[src/design/tvsd_pkg.sv]
// Purpose: Constants for the digital sound demodulator/decoder block
// Assumes: 40 MHz core clock, classic Wishbone register access
// Notes:   Word offsets are byte addresses
package tvsd_pkg;
	localparam int unsigned CLK_HZ        = 40000000;
	localparam int unsigned BIT_RATE_HZ   = 728000;
	localparam int unsigned WIN_MS        = 128;
	localparam int unsigned BIT_DIV       = CLK_HZ / BIT_RATE_HZ;
	localparam int unsigned WIN_CYC       = (CLK_HZ / 1000) * WIN_MS;
	localparam int unsigned ADC_W         = 8;
	localparam int unsigned NCO_W         = 24;
	localparam int unsigned GAIN_W        = 5;

	localparam logic [7:0] ADR_CTRL   = 8'h00;
	localparam logic [7:0] ADR_FREQ1  = 8'h04;
	localparam logic [7:0] ADR_FREQ2  = 8'h08;
	localparam logic [7:0] ADR_GAIN   = 8'h0C;
	localparam logic [7:0] ADR_STAT   = 8'h10;
	localparam logic [7:0] ADR_ERR    = 8'h14;
	localparam logic [7:0] ADR_IDENT  = 8'h18;

	// CTRL fields
	localparam int unsigned C_INSEL   = 0;
	localparam int unsigned C_AGC_EN  = 1;
	localparam int unsigned C_AM      = 2;
	localparam int unsigned C_DIG     = 3;
	localparam int unsigned C_ADAPT   = 4;
	localparam int unsigned C_TPOL    = 5;
	localparam int unsigned C_STD_LO  = 6;
	localparam int unsigned C_TC_LO   = 8;
	localparam logic [31:0] CTRL_RST  = 32'h0000_0002;

	// STAT fields
	localparam int unsigned S_LOCK    = 0;
	localparam int unsigned S_VALID   = 1;
	localparam int unsigned S_MONO    = 2;

	// AGC thresholds on ADC magnitude
	localparam logic [6:0] AGC_HI      = 7'h70;
	localparam logic [6:0] AGC_LO      = 7'h30;
	localparam logic [9:0] AGC_SLOW    = 10'h3FF;
	localparam logic [4:0] GAIN_MAX    = 5'h1F;
	localparam logic [4:0] GAIN_MIN    = 5'h00;
	localparam logic [7:0] TUNE_RST    = 8'h80;

	// Frame decoding
	localparam logic [7:0] FAW         = 8'h4E;
	localparam int unsigned FRAME_BITS = 728;
	localparam logic [8:0] PRBS_SEED   = 9'h1FF;
	localparam logic [3:0] LOCK_NEED   = 4'h4;
	localparam logic [7:0] ERR_MAX     = 8'hFF;

	localparam int unsigned TC_FAST    = 1024;
	localparam int unsigned TC_MID     = 4096;
	localparam int unsigned TC_SLOW    = 16384;

	typedef enum logic [1:0] {
		TVSD_HUNT   = 2'b00,
		TVSD_SYNC   = 2'b01,
		TVSD_LOCKED = 2'b10
	} tvsd_fstate_t;
endpackage : tvsd_pkg

[src/design/tvsd_core.sv]
// Purpose: Sound-IF front end, mixers, demodulation, frame decoder
// Assumes: ADC samples and DQPSK symbols arrive synchronous to clk_i
// Notes:   Analog parts are represented by their digital control ports
//
// The Wishbone interface to the registers and the register offsets were chosen for this implementation.
`timescale 1ns/100ps
`default_nettype none
module tvsd_core
	import tvsd_pkg::*;
#(
	parameter int unsigned WIN_CYCLES = tvsd_pkg::WIN_CYC
) (
	input  wire logic                      clk_i,
	input  wire logic                      rst_i,
	input  wire logic                      ce_i,
	input  wire logic [31:0]               wb_adr_i,
	input  wire logic [31:0]               wb_dat_i,
	output logic      [31:0]               wb_dat_o,
	input  wire logic                      wb_we_i,
	input  wire logic [3:0]                wb_sel_i,
	input  wire logic                      wb_cyc_i,
	input  wire logic                      wb_stb_i,
	output logic                           wb_ack_o,
	input  wire logic [tvsd_pkg::ADC_W-1:0] adc_data_i,
	output logic                           if_select_o,
	output logic      [tvsd_pkg::GAIN_W-1:0] agc_gain_o,
	output logic      [tvsd_pkg::NCO_W-1:0] mixer1_word_o,
	output logic      [tvsd_pkg::NCO_W-1:0] mixer2_word_o,
	output logic                           demod_am_o,
	output logic                           deemph_adaptive_o,
	input  wire logic [1:0]                dqpsk_sym_i,
	input  wire logic                      dqpsk_sym_valid_i,
	input  wire logic signed [7:0]         carrier_err_i,
	input  wire logic signed [7:0]         timing_err_i,
	input  wire logic                      pilot_tone_i,
	input  wire logic                      dual_tone_i,
	input  wire logic                      parity_err_i,
	output logic                           digital_sound_serial_out_o,
	output logic                           bit_clock_o,
	output logic      [7:0]                oscillator_tuning_output_o
);
	import tvsd_pkg::*;

	// ----------------------------------------------------------------
	// Register file
	// ----------------------------------------------------------------
	logic [31:0] ctrl_q, ctrl_d;
	logic [NCO_W-1:0] f1_q, f1_d, f2_q, f2_d;
	logic [GAIN_W-1:0] fgain_q, fgain_d;
	logic [31:0] rdat_d, rdat_q;
	logic ack_q, ack_d;
	logic [7:0] err_q;
	logic lock_q, valid_q, mono_q;
	logic [1:0] ident_q;
	logic req;

	assign req = wb_cyc_i && wb_stb_i && !ack_q;

	function automatic logic [31:0] wmask(input logic [31:0] o,
		input logic [31:0] n, input logic [3:0] s);
		logic [31:0] r;
		r = o;
		for (int i = 0; i < 4; i++) begin
			if (s[i]) begin
				r[i*8 +: 8] = n[i*8 +: 8];
			end
		end
		return r;
	endfunction : wmask

	always_comb begin
		ctrl_d  = ctrl_q;
		f1_d    = f1_q;
		f2_d    = f2_q;
		fgain_d = fgain_q;
		rdat_d  = 32'h0000_0000;
		ack_d   = req;
		if (req && wb_we_i) begin
			case (wb_adr_i[7:0])
				ADR_CTRL:  ctrl_d = wmask(ctrl_q, wb_dat_i, wb_sel_i);
				ADR_FREQ1: f1_d = NCO_W'(wmask({8'h00, f1_q}, wb_dat_i,
					wb_sel_i));
				ADR_FREQ2: f2_d = NCO_W'(wmask({8'h00, f2_q}, wb_dat_i,
					wb_sel_i));
				ADR_GAIN:  fgain_d = GAIN_W'(wmask(32'(fgain_q), wb_dat_i,
					wb_sel_i));
				default: ;
			endcase
		end
		if (req && !wb_we_i) begin
			case (wb_adr_i[7:0])
				ADR_CTRL:  rdat_d = ctrl_q;
				ADR_FREQ1: rdat_d = 32'(f1_q);
				ADR_FREQ2: rdat_d = 32'(f2_q);
				ADR_GAIN:  rdat_d = 32'(agc_gain_o);
				ADR_STAT:  rdat_d = 32'({mono_q, valid_q, lock_q});
				ADR_ERR:   rdat_d = 32'(err_q);
				ADR_IDENT: rdat_d = 32'(ident_q);
				default:   rdat_d = 32'h0000_0000;
			endcase
		end
	end

	always_ff @(posedge clk_i) begin
		if (rst_i) begin
			ctrl_q  <= CTRL_RST;
			f1_q    <= '0;
			f2_q    <= '0;
			fgain_q <= '0;
			rdat_q  <= '0;
			ack_q   <= 1'b0;
		end else if (ce_i) begin
			ctrl_q  <= ctrl_d;
			f1_q    <= f1_d;
			f2_q    <= f2_d;
			fgain_q <= fgain_d;
			rdat_q  <= rdat_d;
			ack_q   <= ack_d;
		end
	end
	assign wb_ack_o = ack_q;
	assign wb_dat_o = rdat_q;

	// ----------------------------------------------------------------
	// Input select and AGC
	// ----------------------------------------------------------------
	logic [GAIN_W-1:0] gain_q, gain_d;
	logic [9:0] slow_q, slow_d;
	logic [6:0] mag;
	logic sel_q, am_q, adapt_q;

	assign mag = adc_data_i[ADC_W-1] ? ~adc_data_i[6:0] : adc_data_i[6:0];

	always_comb begin
		gain_d = gain_q;
		slow_d = slow_q;
		if (!ctrl_q[C_AGC_EN]) begin
			gain_d = fgain_q;
			slow_d = '0;
		end else if (mag >= AGC_HI) begin
			if (gain_q != GAIN_MIN) begin
				gain_d = gain_q - 1'b1;
			end
			slow_d = '0;
		end else if (mag < AGC_LO) begin
			// Rise only after long quiet period
			if (slow_q == AGC_SLOW) begin
				slow_d = '0;
				if (gain_q != GAIN_MAX) begin
					gain_d = gain_q + 1'b1;
				end
			end else begin
				slow_d = slow_q + 1'b1;
			end
		end else begin
			slow_d = '0;
		end
	end

	always_ff @(posedge clk_i) begin
		if (rst_i) begin
			gain_q  <= '0;
			slow_q  <= '0;
			sel_q   <= 1'b0;
			am_q    <= 1'b0;
			adapt_q <= 1'b0;
		end else if (ce_i) begin
			gain_q  <= gain_d;
			slow_q  <= slow_d;
			sel_q   <= ctrl_q[C_INSEL];
			am_q    <= ctrl_q[C_AM];
			adapt_q <= ctrl_q[C_ADAPT];
		end
	end
	assign agc_gain_o        = gain_q;
	assign if_select_o       = sel_q;
	assign demod_am_o        = am_q;
	assign deemph_adaptive_o = adapt_q;

	// ----------------------------------------------------------------
	// Mixer words and carrier/timing loops
	// ----------------------------------------------------------------
	logic [NCO_W-1:0] m1_q, m2_q, trk_q, trk_d, m2_d;
	logic [7:0] tune_q, tune_d;

	always_comb begin
		trk_d = ctrl_q[C_DIG] ? trk_q + NCO_W'(signed'(carrier_err_i))
			: '0;
		m2_d  = f2_q + trk_q;
		tune_d = tune_q;
		if (dqpsk_sym_valid_i) begin
			tune_d = ctrl_q[C_TPOL] ? tune_q - 8'(timing_err_i)
				: tune_q + 8'(timing_err_i);
		end
	end

	always_ff @(posedge clk_i) begin
		if (rst_i) begin
			m1_q   <= '0;
			m2_q   <= '0;
			trk_q  <= '0;
			tune_q <= TUNE_RST;
		end else if (ce_i) begin
			m1_q   <= f1_q;
			m2_q   <= m2_d;
			trk_q  <= trk_d;
			tune_q <= tune_d;
		end
	end
	assign mixer1_word_o              = m1_q;
	assign mixer2_word_o              = m2_q;
	assign oscillator_tuning_output_o = tune_q;

	// ----------------------------------------------------------------
	// Identification
	// ----------------------------------------------------------------
	logic [14:0] pil_q, pil_d, dual_q, dual_d, tcnt_q, tcnt_d;
	logic [1:0] ident_d;
	logic [14:0] tc_lim;

	always_comb begin
		case (ctrl_q[C_TC_LO +: 2])
			2'h0:    tc_lim = 15'(TC_FAST);
			2'h1:    tc_lim = 15'(TC_MID);
			default: tc_lim = 15'(TC_SLOW);
		endcase
		pil_d   = pil_q + 15'(pilot_tone_i);
		dual_d  = dual_q + 15'(dual_tone_i);
		tcnt_d  = tcnt_q + 1'b1;
		ident_d = ident_q;
		if (tcnt_q >= tc_lim) begin
			ident_d = {dual_q > (tc_lim >> 1), pil_q > (tc_lim >> 1)};
			pil_d   = '0;
			dual_d  = '0;
			tcnt_d  = '0;
		end
	end

	always_ff @(posedge clk_i) begin
		if (rst_i) begin
			pil_q   <= '0;
			dual_q  <= '0;
			tcnt_q  <= '0;
			ident_q <= '0;
		end else if (ce_i) begin
			pil_q   <= pil_d;
			dual_q  <= dual_d;
			tcnt_q  <= tcnt_d;
			ident_q <= ident_d;
		end
	end

	// ----------------------------------------------------------------
	// DQPSK bit serialiser and frame decoder
	// ----------------------------------------------------------------
	tvsd_fstate_t st_q, st_d;
	logic [7:0] sh_q, sh_d;
	logic [9:0] bcnt_q, bcnt_d;
	logic [8:0] prbs_q, prbs_d;
	logic [3:0] good_q, good_d;
	logic [1:0] sym_q, sym_d;
	logic pend_q, pend_d, bit_q, bit_d, bclk_q, bclk_d;
	logic [5:0] div_q, div_d;
	logic lock_d, valid_d, mono_d, nbit, nval, dbit;

	always_comb begin
		sym_d  = sym_q;
		pend_d = pend_q;
		div_d  = div_q;
		bit_d  = bit_q;
		bclk_d = bclk_q;
		nval   = 1'b0;
		nbit   = 1'b0;
		if (dqpsk_sym_valid_i) begin
			sym_d  = dqpsk_sym_i;
			pend_d = 1'b1;
			div_d  = '0;
			nval   = 1'b1;
			nbit   = dqpsk_sym_i[1];
			bit_d  = dqpsk_sym_i[1];
			bclk_d = 1'b0;
		end else if (div_q == 6'(BIT_DIV / 2 - 1)) begin
			bclk_d = 1'b1;
			div_d  = div_q + 1'b1;
		end else if (div_q == 6'(BIT_DIV - 1) && pend_q) begin
			pend_d = 1'b0;
			nval   = 1'b1;
			nbit   = sym_q[0];
			bit_d  = sym_q[0];
			bclk_d = 1'b0;
			div_d  = '0;
		end else if (div_q != 6'h3F) begin
			// Counter restarts per bit, one mid-bit compare serves both
			div_d  = div_q + 1'b1;
		end
	end

	always_comb begin
		st_d    = st_q;
		sh_d    = sh_q;
		bcnt_d  = bcnt_q;
		prbs_d  = prbs_q;
		good_d  = good_q;
		lock_d  = lock_q;
		valid_d = valid_q;
		mono_d  = mono_q;
		dbit    = nbit ^ prbs_q[0];
		if (nval) begin
			sh_d   = {sh_q[6:0], nbit};
			bcnt_d = bcnt_q + 1'b1;
			prbs_d = {prbs_q[4] ^ prbs_q[0], prbs_q[8:1]};
			case (st_q)
				TVSD_HUNT: begin
					if ({sh_q[6:0], nbit} == FAW) begin
						st_d   = TVSD_SYNC;
						bcnt_d = '0;
						prbs_d = PRBS_SEED;
						good_d = '0;
					end
				end
				TVSD_SYNC, TVSD_LOCKED: begin
					if (bcnt_q == 10'(FRAME_BITS - 1)) begin
						bcnt_d = '0;
						prbs_d = PRBS_SEED;
						if ({sh_q[6:0], nbit} == FAW) begin
							if (good_q == LOCK_NEED) begin
								st_d = TVSD_LOCKED;
							end else begin
								good_d = good_q + 1'b1;
							end
						end else begin
							st_d   = TVSD_HUNT;
							good_d = '0;
						end
					end else if (bcnt_q == 10'h000) begin
						valid_d = (st_q == TVSD_LOCKED) && !dbit;
					end else if (bcnt_q == 10'h004) begin
						mono_d = dbit;
					end
				end
				default: st_d = TVSD_HUNT;
			endcase
		end
		lock_d = (st_d == TVSD_LOCKED);
		if (!lock_d) begin
			valid_d = 1'b0;
			mono_d  = 1'b0;
		end
	end

	always_ff @(posedge clk_i) begin
		if (rst_i) begin
			st_q    <= TVSD_HUNT;
			sh_q    <= '0;
			bcnt_q  <= '0;
			prbs_q  <= PRBS_SEED;
			good_q  <= '0;
			lock_q  <= 1'b0;
			valid_q <= 1'b0;
			mono_q  <= 1'b0;
			sym_q   <= '0;
			pend_q  <= 1'b0;
			div_q   <= '0;
			bit_q   <= 1'b0;
			bclk_q  <= 1'b0;
		end else if (ce_i) begin
			st_q    <= st_d;
			sh_q    <= sh_d;
			bcnt_q  <= bcnt_d;
			prbs_q  <= prbs_d;
			good_q  <= good_d;
			lock_q  <= lock_d;
			valid_q <= valid_d;
			mono_q  <= mono_d;
			sym_q   <= sym_d;
			pend_q  <= pend_d;
			div_q   <= div_d;
			bit_q   <= bit_d;
			bclk_q  <= bclk_d;
		end
	end
	assign digital_sound_serial_out_o = bit_q;
	assign bit_clock_o                = bclk_q;

	// ----------------------------------------------------------------
	// Parity error window count
	// ----------------------------------------------------------------
	logic [31:0] win_q, win_d;
	logic [7:0] acc_q, acc_d, err_d;

	always_comb begin
		win_d = win_q + 1'b1;
		acc_d = acc_q;
		err_d = err_q;
		if (parity_err_i && lock_q && acc_q != ERR_MAX) begin
			acc_d = acc_q + 1'b1;
		end
		if (win_q == 32'(WIN_CYCLES - 1)) begin
			win_d = '0;
			err_d = acc_d;
			acc_d = '0;
		end
	end

	always_ff @(posedge clk_i) begin
		if (rst_i) begin
			win_q <= '0;
			acc_q <= '0;
			err_q <= '0;
		end else if (ce_i) begin
			win_q <= win_d;
			acc_q <= acc_d;
			err_q <= err_d;
		end
	end
endmodule : tvsd_core
`default_nettype wire

[config.mk]
export PLATFORM = sky130hd
export DESIGN_NAME = tvsd_core
export DESIGN_NICKNAME = d
export VERILOG_FILES = /design/src/design/tvsd_pkg.sv /design/src/design/tvsd_core.sv
export SDC_FILE = /design/constraint.sdc
export NUM_CORES = 1
export LEC_CHECK = 0
export BUFFER_PORTS_ARGS = -buffer_cell sky130_fd_sc_hd__buf_2
export CORE_MARGIN = 2
export CORE_UTILIZATION = 44
export DETAILED_ROUTE_END_ITERATION = 8
export GPL_ROUTABILITY_DRIVEN = 0
export PLACE_DENSITY_LB_ADDON = 0.25
export SETUP_SLACK_MARGIN = 0.4
export SLEW_MARGIN = 20
export SYNTH_ARGS = -nofsm -noshare
export SYNTH_HDL_FRONTEND = slang
export SYNTH_SLANG_ARGS = --single-unit
[constraint.sdc]
create_clock -name clk_i -period 7.9 [get_ports clk_i]
set_input_delay 1.58 -clock clk_i [delete_from_list [all_inputs] [get_ports clk_i]]
set_output_delay 1.58 -clock clk_i [all_outputs]
set_load 0.02 [all_outputs]
==> results of run 1 <==
## power groups by stage
stage	logic [mW]	clock network, mW	registers, mW
2_1_floorplan	0.134	0	1.86
3_3_place_gp	0.204	0	1.86
3_5_place_dp	0.208	0	1.86
4_1_cts	0.209	1.95	1.82
5_1_grt	0.232	2.02	1.82
6_report	0.208	1.90	1.82
## cell type report
cell class              count  area (sq um)  area share (%)
well taps                 525           657            3.24
diodes                      4          10.0          0.0493
repair buffers            186           985            4.85
clock inverters            12           121           0.598
clock buffers              61          1220            6.03
inverters                  41           154           0.758
flip-flops and latches    356          7130            35.1
multi-input cells        1559         10000            49.4
## stage by stage
step,hold slack (ns),std cells,utilization (%)
floorplan,0.435,2049,-
global placement,0.442,2667,47.8
detailed placement,0.435,2667,47.8
CTS,0.457,2740,51.2
global route,0.477,2744,51.2
finish,0.454,2744,51.2
## Yosys cell counts, types with 5 or more instances
library cell | number | area (sq um)
a211o_1 | 15 | 131
a211oi_1 | 9 | 67.6
a21o_1 | 24 | 180
a21oi_1 | 137 | 686
a221o_1 | 6 | 60.1
a222oi_1 | 19 | 190
a22o_1 | 6 | 52.6
a22oi_1 | 33 | 248
a31oi_1 | 13 | 81.3
and2_1 | 9 | 56.3
and3_1 | 34 | 213
and4_1 | 6 | 52.6
buf_1 | 9 | 33.8
clkbuf_1 | 81 | 304
dfxtp_1 | 356 | 7130
ha_1 | 85 | 1060
inv_1 | 40 | 150
mux2i_1 | 133 | 1330
nand2_1 | 178 | 668
nand2b_1 | 30 | 188
nand3_1 | 49 | 245
nand4_1 | 32 | 200
nand4b_1 | 5 | 43.8
nor2_1 | 349 | 1310
nor2_2 | 6 | 37.5
nor2b_1 | 19 | 119
nor3_1 | 50 | 250
nor3b_1 | 8 | 60.1
nor4_1 | 12 | 75.1
nor4b_1 | 5 | 43.8
o211ai_1 | 7 | 52.6
o21a_1 | 9 | 67.6
o21ai_0 | 35 | 175
o21ai_1 | 15 | 75.1
o21bai_1 | 7 | 52.6
or3_1 | 15 | 93.8
or4_1 | 6 | 45.0
xnor2_1 | 66 | 578
xor2_1 | 71 | 622
## worst reg2reg max path, cell delays in order, from the launching register on
cell	delay (ns)
dfxtp_1	0.36
nor2_1	0.39
ha_1	0.32
nand4_1	0.07
nand3b_1	0.08
a211o_1	0.29
a21oi_1	0.47
nand2b_1	0.28
nand2b_1	0.42
buf_4	0.39
nor2_1	0.16
## registers in the layout (all words and copies together) (netlist names), 6 cells and up
name and count:
ctrl_q 32, wb_dat_o 32, win_q 32, f1_q 24, f2_q 24, mixer1_word_o 24, mixer2_word_o 24, trk_q 24
dual_q 15, pil_q 15, tcnt_q 15, bcnt_q 10, slow_q 10, prbs_q 9, acc_q 8, err_q 8
oscillator_tuning_output_o 8, sh_q 7, div_q 6
## cell families after synthesis
group	synth area share (%)
AOI/OAI and AO/OA	13.6
xor gates and xnor gates	6.80
adders and majority gates	6.48
buffers and inverters	2.92
DFF	40.4
muxes	7.99
and+or+nand+nor	21.9
## routing by layer
metal  vias up  share of wire [%]  global-route usage [%]
met2       394                 43                    33.9
met5         -              0.058                       0
li1       7492                  -                       -
met4         4                2.7                    8.05
met1      7106                 47                    30.0
met3        69                6.8                    4.45
## final timing paths
check | startpoint | endpoint | slack, ns | cells after the start
worst max-delay path | ce_i | win_q[30] | 3.74 | 9
worst max register to register | ctrl_q[8] | tcnt_q[10] | 4.62 | 10
worst min register to register | pend_q | pend_q | 0.45 | 2
worst min-delay path | pend_q | pend_q | 0.45 | 2
==> out/results.txt, run 1 <==
Initial DRC Count = 1178
clock sink count = 356
vias = 15100
#FFs+latches synth = 356
Crit path required time = 8.33 ns
Hold Vio Cnt, Final = 0
total grt overflow = 0
final worst-path cycle share = 52.7%
First-pass DRT Iterations = 7
WS Path Type = in2reg
gr usage total = 21.9%
Comb pwr share = 5.3%
Synth Instances = 2049
layout cells sized above 1 = 12.7%
vias in the first global route = 14300
unique cell type count in the Yosys netlist = 78
crit path buf inv count = 2
hold-fix buffer count after cts = 0
Max IR drop VDD = 0.149 mV
clock skew = 0.0149 ns
Worst Tran Pin Value = 0.972 ns
cell row count = 73
largest net degree at the start of global routing = 143
CTS clock-pin slew for the worst setup and hold paths = 0.06 ns
CP arrival = 4.59 ns
Max stage delay on crit path = 0.86 ns
FFs w/ async S/R, synth = 0%
post_cts resized = 0
Syn Area/Cell = 8.61 sq um
slew margin rel. = 34.9%
CP delay by family, top = simple AND/OR/NAND/NOR gates
Routed Antenna Nets = 0
Chip Width = 204 microns
synthesis-to-layout area growth = 15.1%
commonest non-fill, non-tap cell in the layout = dfxtp_1
port buffer count = 174
area post-placement = 18900 sq um
Synth Flop Type = dfxtp_1
number of I/O pins = 203
post-synthesis sequential area ratio = 40.4%
overall power = 3.93 mW
Residual DRC = 0
CTS max path bufs = 3
post-route cell area = 20300 sq um
fmax = 240 MHz
initial antenna violation count = 7
path type of the worst min-delay path = reg2reg
TritonCTS clock tree = yes
setup_tns = 0 ns
Vias/cell = 5.49
Synth warnings = 0
crit-path max FO = 46
Worst-Skew Late Latency = 0.57 ns
Final Routed Wirelength = 46300 microns
pre-CTS setup slack = 3.20 ns
commonest cells after routing, fill and taps aside = dfxtp_1 (356), nor2_1 (349), nand2_1 (178)
Most Frequent Cell on Critical Path = nor2_1
# setup viols final = 0
HPWL Detailed = 32100 microns
Post-CTS Setup Repair Bufs = 0
DIE AREA = 41700 sq um
max-cap viol count = 0
Net Count, Synth = 2242
Flop pwr share = 46.3%
run status = finished clean
initial core utilization = 44.5%
final setup margin = 3.74 ns
Critical Path Source Type = input port
TritonCTS Buffers = 41
Net Sw Frac = 23.2%
post-synthesis cell area = 17600 sq um
Internal = 3.02 mW
routed length per instance = 16.9 microns
clock share of power = 48.4%
die span in y = 204 microns
area of the core = 39600 sq um
Final Max Slew Viols = 0
CTS root buffer = clkbuf_16
number of synthesized flops with an enable pin = 0
layout net count = 2378
fill count = 3724
fin crit period = 4.16 ns
H-tree depth = 2
slowest CP cell = nor3_1
Pwr per Cell Area = 194 nW/um^2
worst-path cell chain = buf_4 -> inv_2 -> nor3_1 -> and3_1 -> nand3_1 -> nor2_1 -> nand4_1 -> xor2_1 -> nor2_1
RSZ-0062 raised after global routing = false
total net switching power = 0.913 mW
Static Leak = 8.18 nW
Setup crit end kind = flop
first-pass GRT wire length = 73600 microns
Power figures use the tool's default switching activity.
==> inputs of run 2 (changes only) <==
ABC_AREA = 1   (was not set)
clock period = 3.5 ns   (was 7.9 ns; I/O delays follow)
==> out/results.txt, run 2 <==
layout net count = 2927 (was 2378)
gr usage total = 23.3% (was 21.9%)
setup_tns = 0 ns (unchanged)
#FFs+latches synth = 356 (unchanged)
number of I/O pins = 203 (unchanged)
hold path cells = 3 (was 2)
First-pass DRT Iterations = 5 (was 7)
synthesis-to-layout area growth = 14.7% (was 15.1%)
H-tree depth = 2 (unchanged)
Final Max Slew Viols = 0 (unchanged)
final setup margin = 0.788 ns (was 3.74 ns)
RR Endpoint = mixer2_word_o[18] (was tcnt_q[10])
TritonCTS Buffers = 42 (was 41)
Net Count, Synth = 2781 (was 2242)
commonest cells after routing, fill and taps aside = nand2_1 (454), dfxtp_1 (356), a21oi_1 (292), nor2_1 (292), inv_1 (263) (was dfxtp_1 (356), nor2_1 (349), nand2_1 (178))
Post-CTS Setup Repair Bufs = 0 (unchanged)
Worst-Skew Late Latency = 0.56 ns (was 0.57 ns)
Syn Area/Cell = 7.22 sq um (was 8.61 sq um)
# setup viols final = 0 (unchanged)
top cells by area, synth = dfxtp_1 (38%), nand2_1 (9.1%), a21oi_1 (7.8%) (was dfxtp_1 (40%), mux2i_1 (7.5%), nor2_1 (7.4%))
area of the core = 41900 sq um (was 39600 sq um)
Critical Path Source Type = flop (was input port)
unique cell type count in the Yosys netlist = 65 (was 78)
most frequent cells after synthesis = nand2_1 (454), dfxtp_1 (356), a21oi_1 (292), nor2_1 (292), inv_1 (264) (was dfxtp_1 (356), nor2_1 (349), nand2_1 (178), a21oi_1 (137), mux2i_1 (133))
commonest non-fill, non-tap cell in the layout = nand2_1 (was dfxtp_1)
R2R Path Start = trk_q[0] (was ctrl_q[8])
Static Leak = 8.97 nW (was 8.18 nW)
post-synthesis sequential area ratio = 38.1% (was 40.4%)
post_cts resized = 0 (unchanged)
Crit path required time = 3.95 ns (was 8.33 ns)
FFs w/ async S/R, synth = 0% (unchanged)
Pwr per Cell Area = 434 nW/um^2 (was 194 nW/um^2)
Max IR drop VDD = 0.293 mV (was 0.149 mV)
R2R setup slack = 0.79 ns (was 4.62 ns)
layout cells sized above 1 = 12.7% (about the same)
RSZ-0062 raised after global routing = false (unchanged)
die span in y = 210 microns (was 204 microns)
path type of the worst min-delay path = in2reg (was reg2reg)
first-pass GRT wire length = 84300 microns (was 73600 microns)
area leader, netlist = dfxtp_1 (unchanged)
Worst Tran Pin Value = 0.798 ns (was 0.972 ns)
port buffer count = 174 (unchanged)
fill count = 4051 (was 3724)
Hold EP = ctrl_q[1] (was pend_q)
largest net degree at the start of global routing = 74 (was 143)
max-cap viol count = 0 (unchanged)
HPWL Detailed = 37800 microns (was 32100 microns)
FF-to-FF path depth = 10 (unchanged)
count leader, synth = nand2_1 (was dfxtp_1)
hold_sp = wb_dat_i[1] (was pend_q)
WS Path Type = reg2reg (was in2reg)
clock skew = 0.0150 ns (was 0.0149 ns)
Hold Vio Cnt, Final = 0 (unchanged)
Synth Flop Type = dfxtp_1 (unchanged)
Initial DRC Count = 1383 (was 1178)
Residual DRC = 0 (unchanged)
vias = 17900 (was 15100)
crit-path max FO = 5 (was 46)
fmax = 369 MHz
TritonCTS clock tree = yes (unchanged)
slew margin rel. = 46.8% (was 34.9%)
CTS clock-pin slew for the worst setup and hold paths = 0.06 ns (about the same)
Setup crit end kind = flop (unchanged)
top cell type's share of synthesized area = 38.1% (was 40.4%)
vias in the first global route = 16800 (was 14300)
hold-fix buffer count after cts = 0 (unchanged)
post-synthesis cell area = 18700 sq um (was 17600 sq um)
CTS max path bufs = 3 (unchanged)
Chip Width = 210 microns (was 204 microns)
cell row count = 75 (was 73)
clock sink count = 356 (unchanged)
initial antenna violation count = 8 (was 7)
Final Routed Wirelength = 51700 microns (was 46300 microns)
Vias/cell = 5.40 (was 5.49)
pre-CTS setup slack = 0.473 ns (was 3.20 ns)
Synth Instances = 2588 (was 2049)
fin crit period = 2.71 ns
routed length per instance = 15.6 microns (was 16.9 microns)
DIE AREA = 44100 sq um (was 41700 sq um)
Hold WS = 0.390 ns (was 0.454 ns)
final worst-path cycle share = 77.5%
CTS root buffer = clkbuf_16 (unchanged)
initial core utilization = 44.6% (was 44.5%)
total grt overflow = 0 (unchanged)
run status = finished clean (unchanged)
overall power = 9.29 mW (was 3.93 mW)
Routed Antenna Nets = 0 (unchanged)
number of synthesized flops with an enable pin = 0 (unchanged)
Synth warnings = 0 (unchanged)
CP arrival = 3.16 ns (was 4.59 ns)
==> run 2: worst max-delay path, cell delays in order (launching register included) <==
cell      delay (ns)
dfxtp_1         0.42
ha_1            0.21
inv_1           0.05
fa_1            0.40
o21ai_1         0.43
a21boi_0        0.27
o21ai_1         0.33
a21oi_1         0.15
xnor2_1         0.14
o21ai_0         0.14
inv_1           0.06
==> run 2: area by class of cell <==
type / instances / area [sq um] / area share, %
clock buffer: 54 / 1160 / 5.40
sequential: 356 / 7130 / 33.2
tap: 539 / 674 / 3.15
multi-input combinational: 1856 / 10100 / 47.2
antenna: 7 / 17.5 / 0.0817
timing repair buffer: 191 / 1010 / 4.70
inverter: 287 / 1080 / 5.06
clock inverter: 22 / 260 / 1.21
==> run 2: cells by family after synthesis <==
| kind of cell | count (synthesis) | share of synthesized area [%] |
|---|---|---|
| AND/OR/NAND/NOR | 1064 | 25.8 |
| flip-flops | 356 | 38.1 |
| multiplexers | 1 | 0.0602 |
| adder cells (fa/ha/maj) | 89 | 6.12 |
| buffers and inverters | 376 | 7.80 |
| AO/OA/AOI/OAI | 628 | 18.7 |
| XOR/XNOR | 74 | 3.47 |
==> run 2: power by group <==
part | switching, mW | internal (mW) | total (mW)
logic | 0.417 | 0.196 | 0.613
clock network | 1.80 | 2.71 | 4.52
registers | 0.0481 | 4.12 | 4.16
==> run 2: per-stage QoR <==
| step | utilization [%] | instances | instance area (sq um) |
|---|---|---|---|
| 2_1_floorplan | - | 2588 | 18700 |
| 3_3_place_gp | 47.7 | 3229 | 20000 |
| 3_5_place_dp | 47.7 | 3229 | 20000 |
| 4_1_cts | 51.1 | 3305 | 21400 |
| 5_1_grt | 51.1 | 3312 | 21400 |
| 6_report | 51.1 | 3312 | 21400 |
==> run 2: how the worst max path moves through the flow <==
stage	slack (ns)	start	endpoint
after CTS	0.85	trk_q[0]	mixer2_word_o[18]
after detailed placement	0.47	timing_err_i[0]	oscillator_tuning_output_o[7]
after floorplan	0.85	timing_err_i[0]	oscillator_tuning_output_o[7]
final	0.79	trk_q[0]	mixer2_word_o[18]
after global placement	0.54	timing_err_i[0]	oscillator_tuning_output_o[7]
after global routing	0.69	trk_q[0]	mixer2_word_o[18]
==> run 2: per-layer routing <==
| metal | vias to the layer above | share of wire [%] | GRT usage (%) |
|---|---|---|---|
| li1 | 9008 | - | - |
| met3 | 92 | 5.5 | 3.35 |
| met4 | 2 | 2.9 | 9.02 |
| met1 | 8321 | 46 | 31.2 |
| met2 | 457 | 46 | 37.8 |
| met5 | - | 0.014 | 0 |
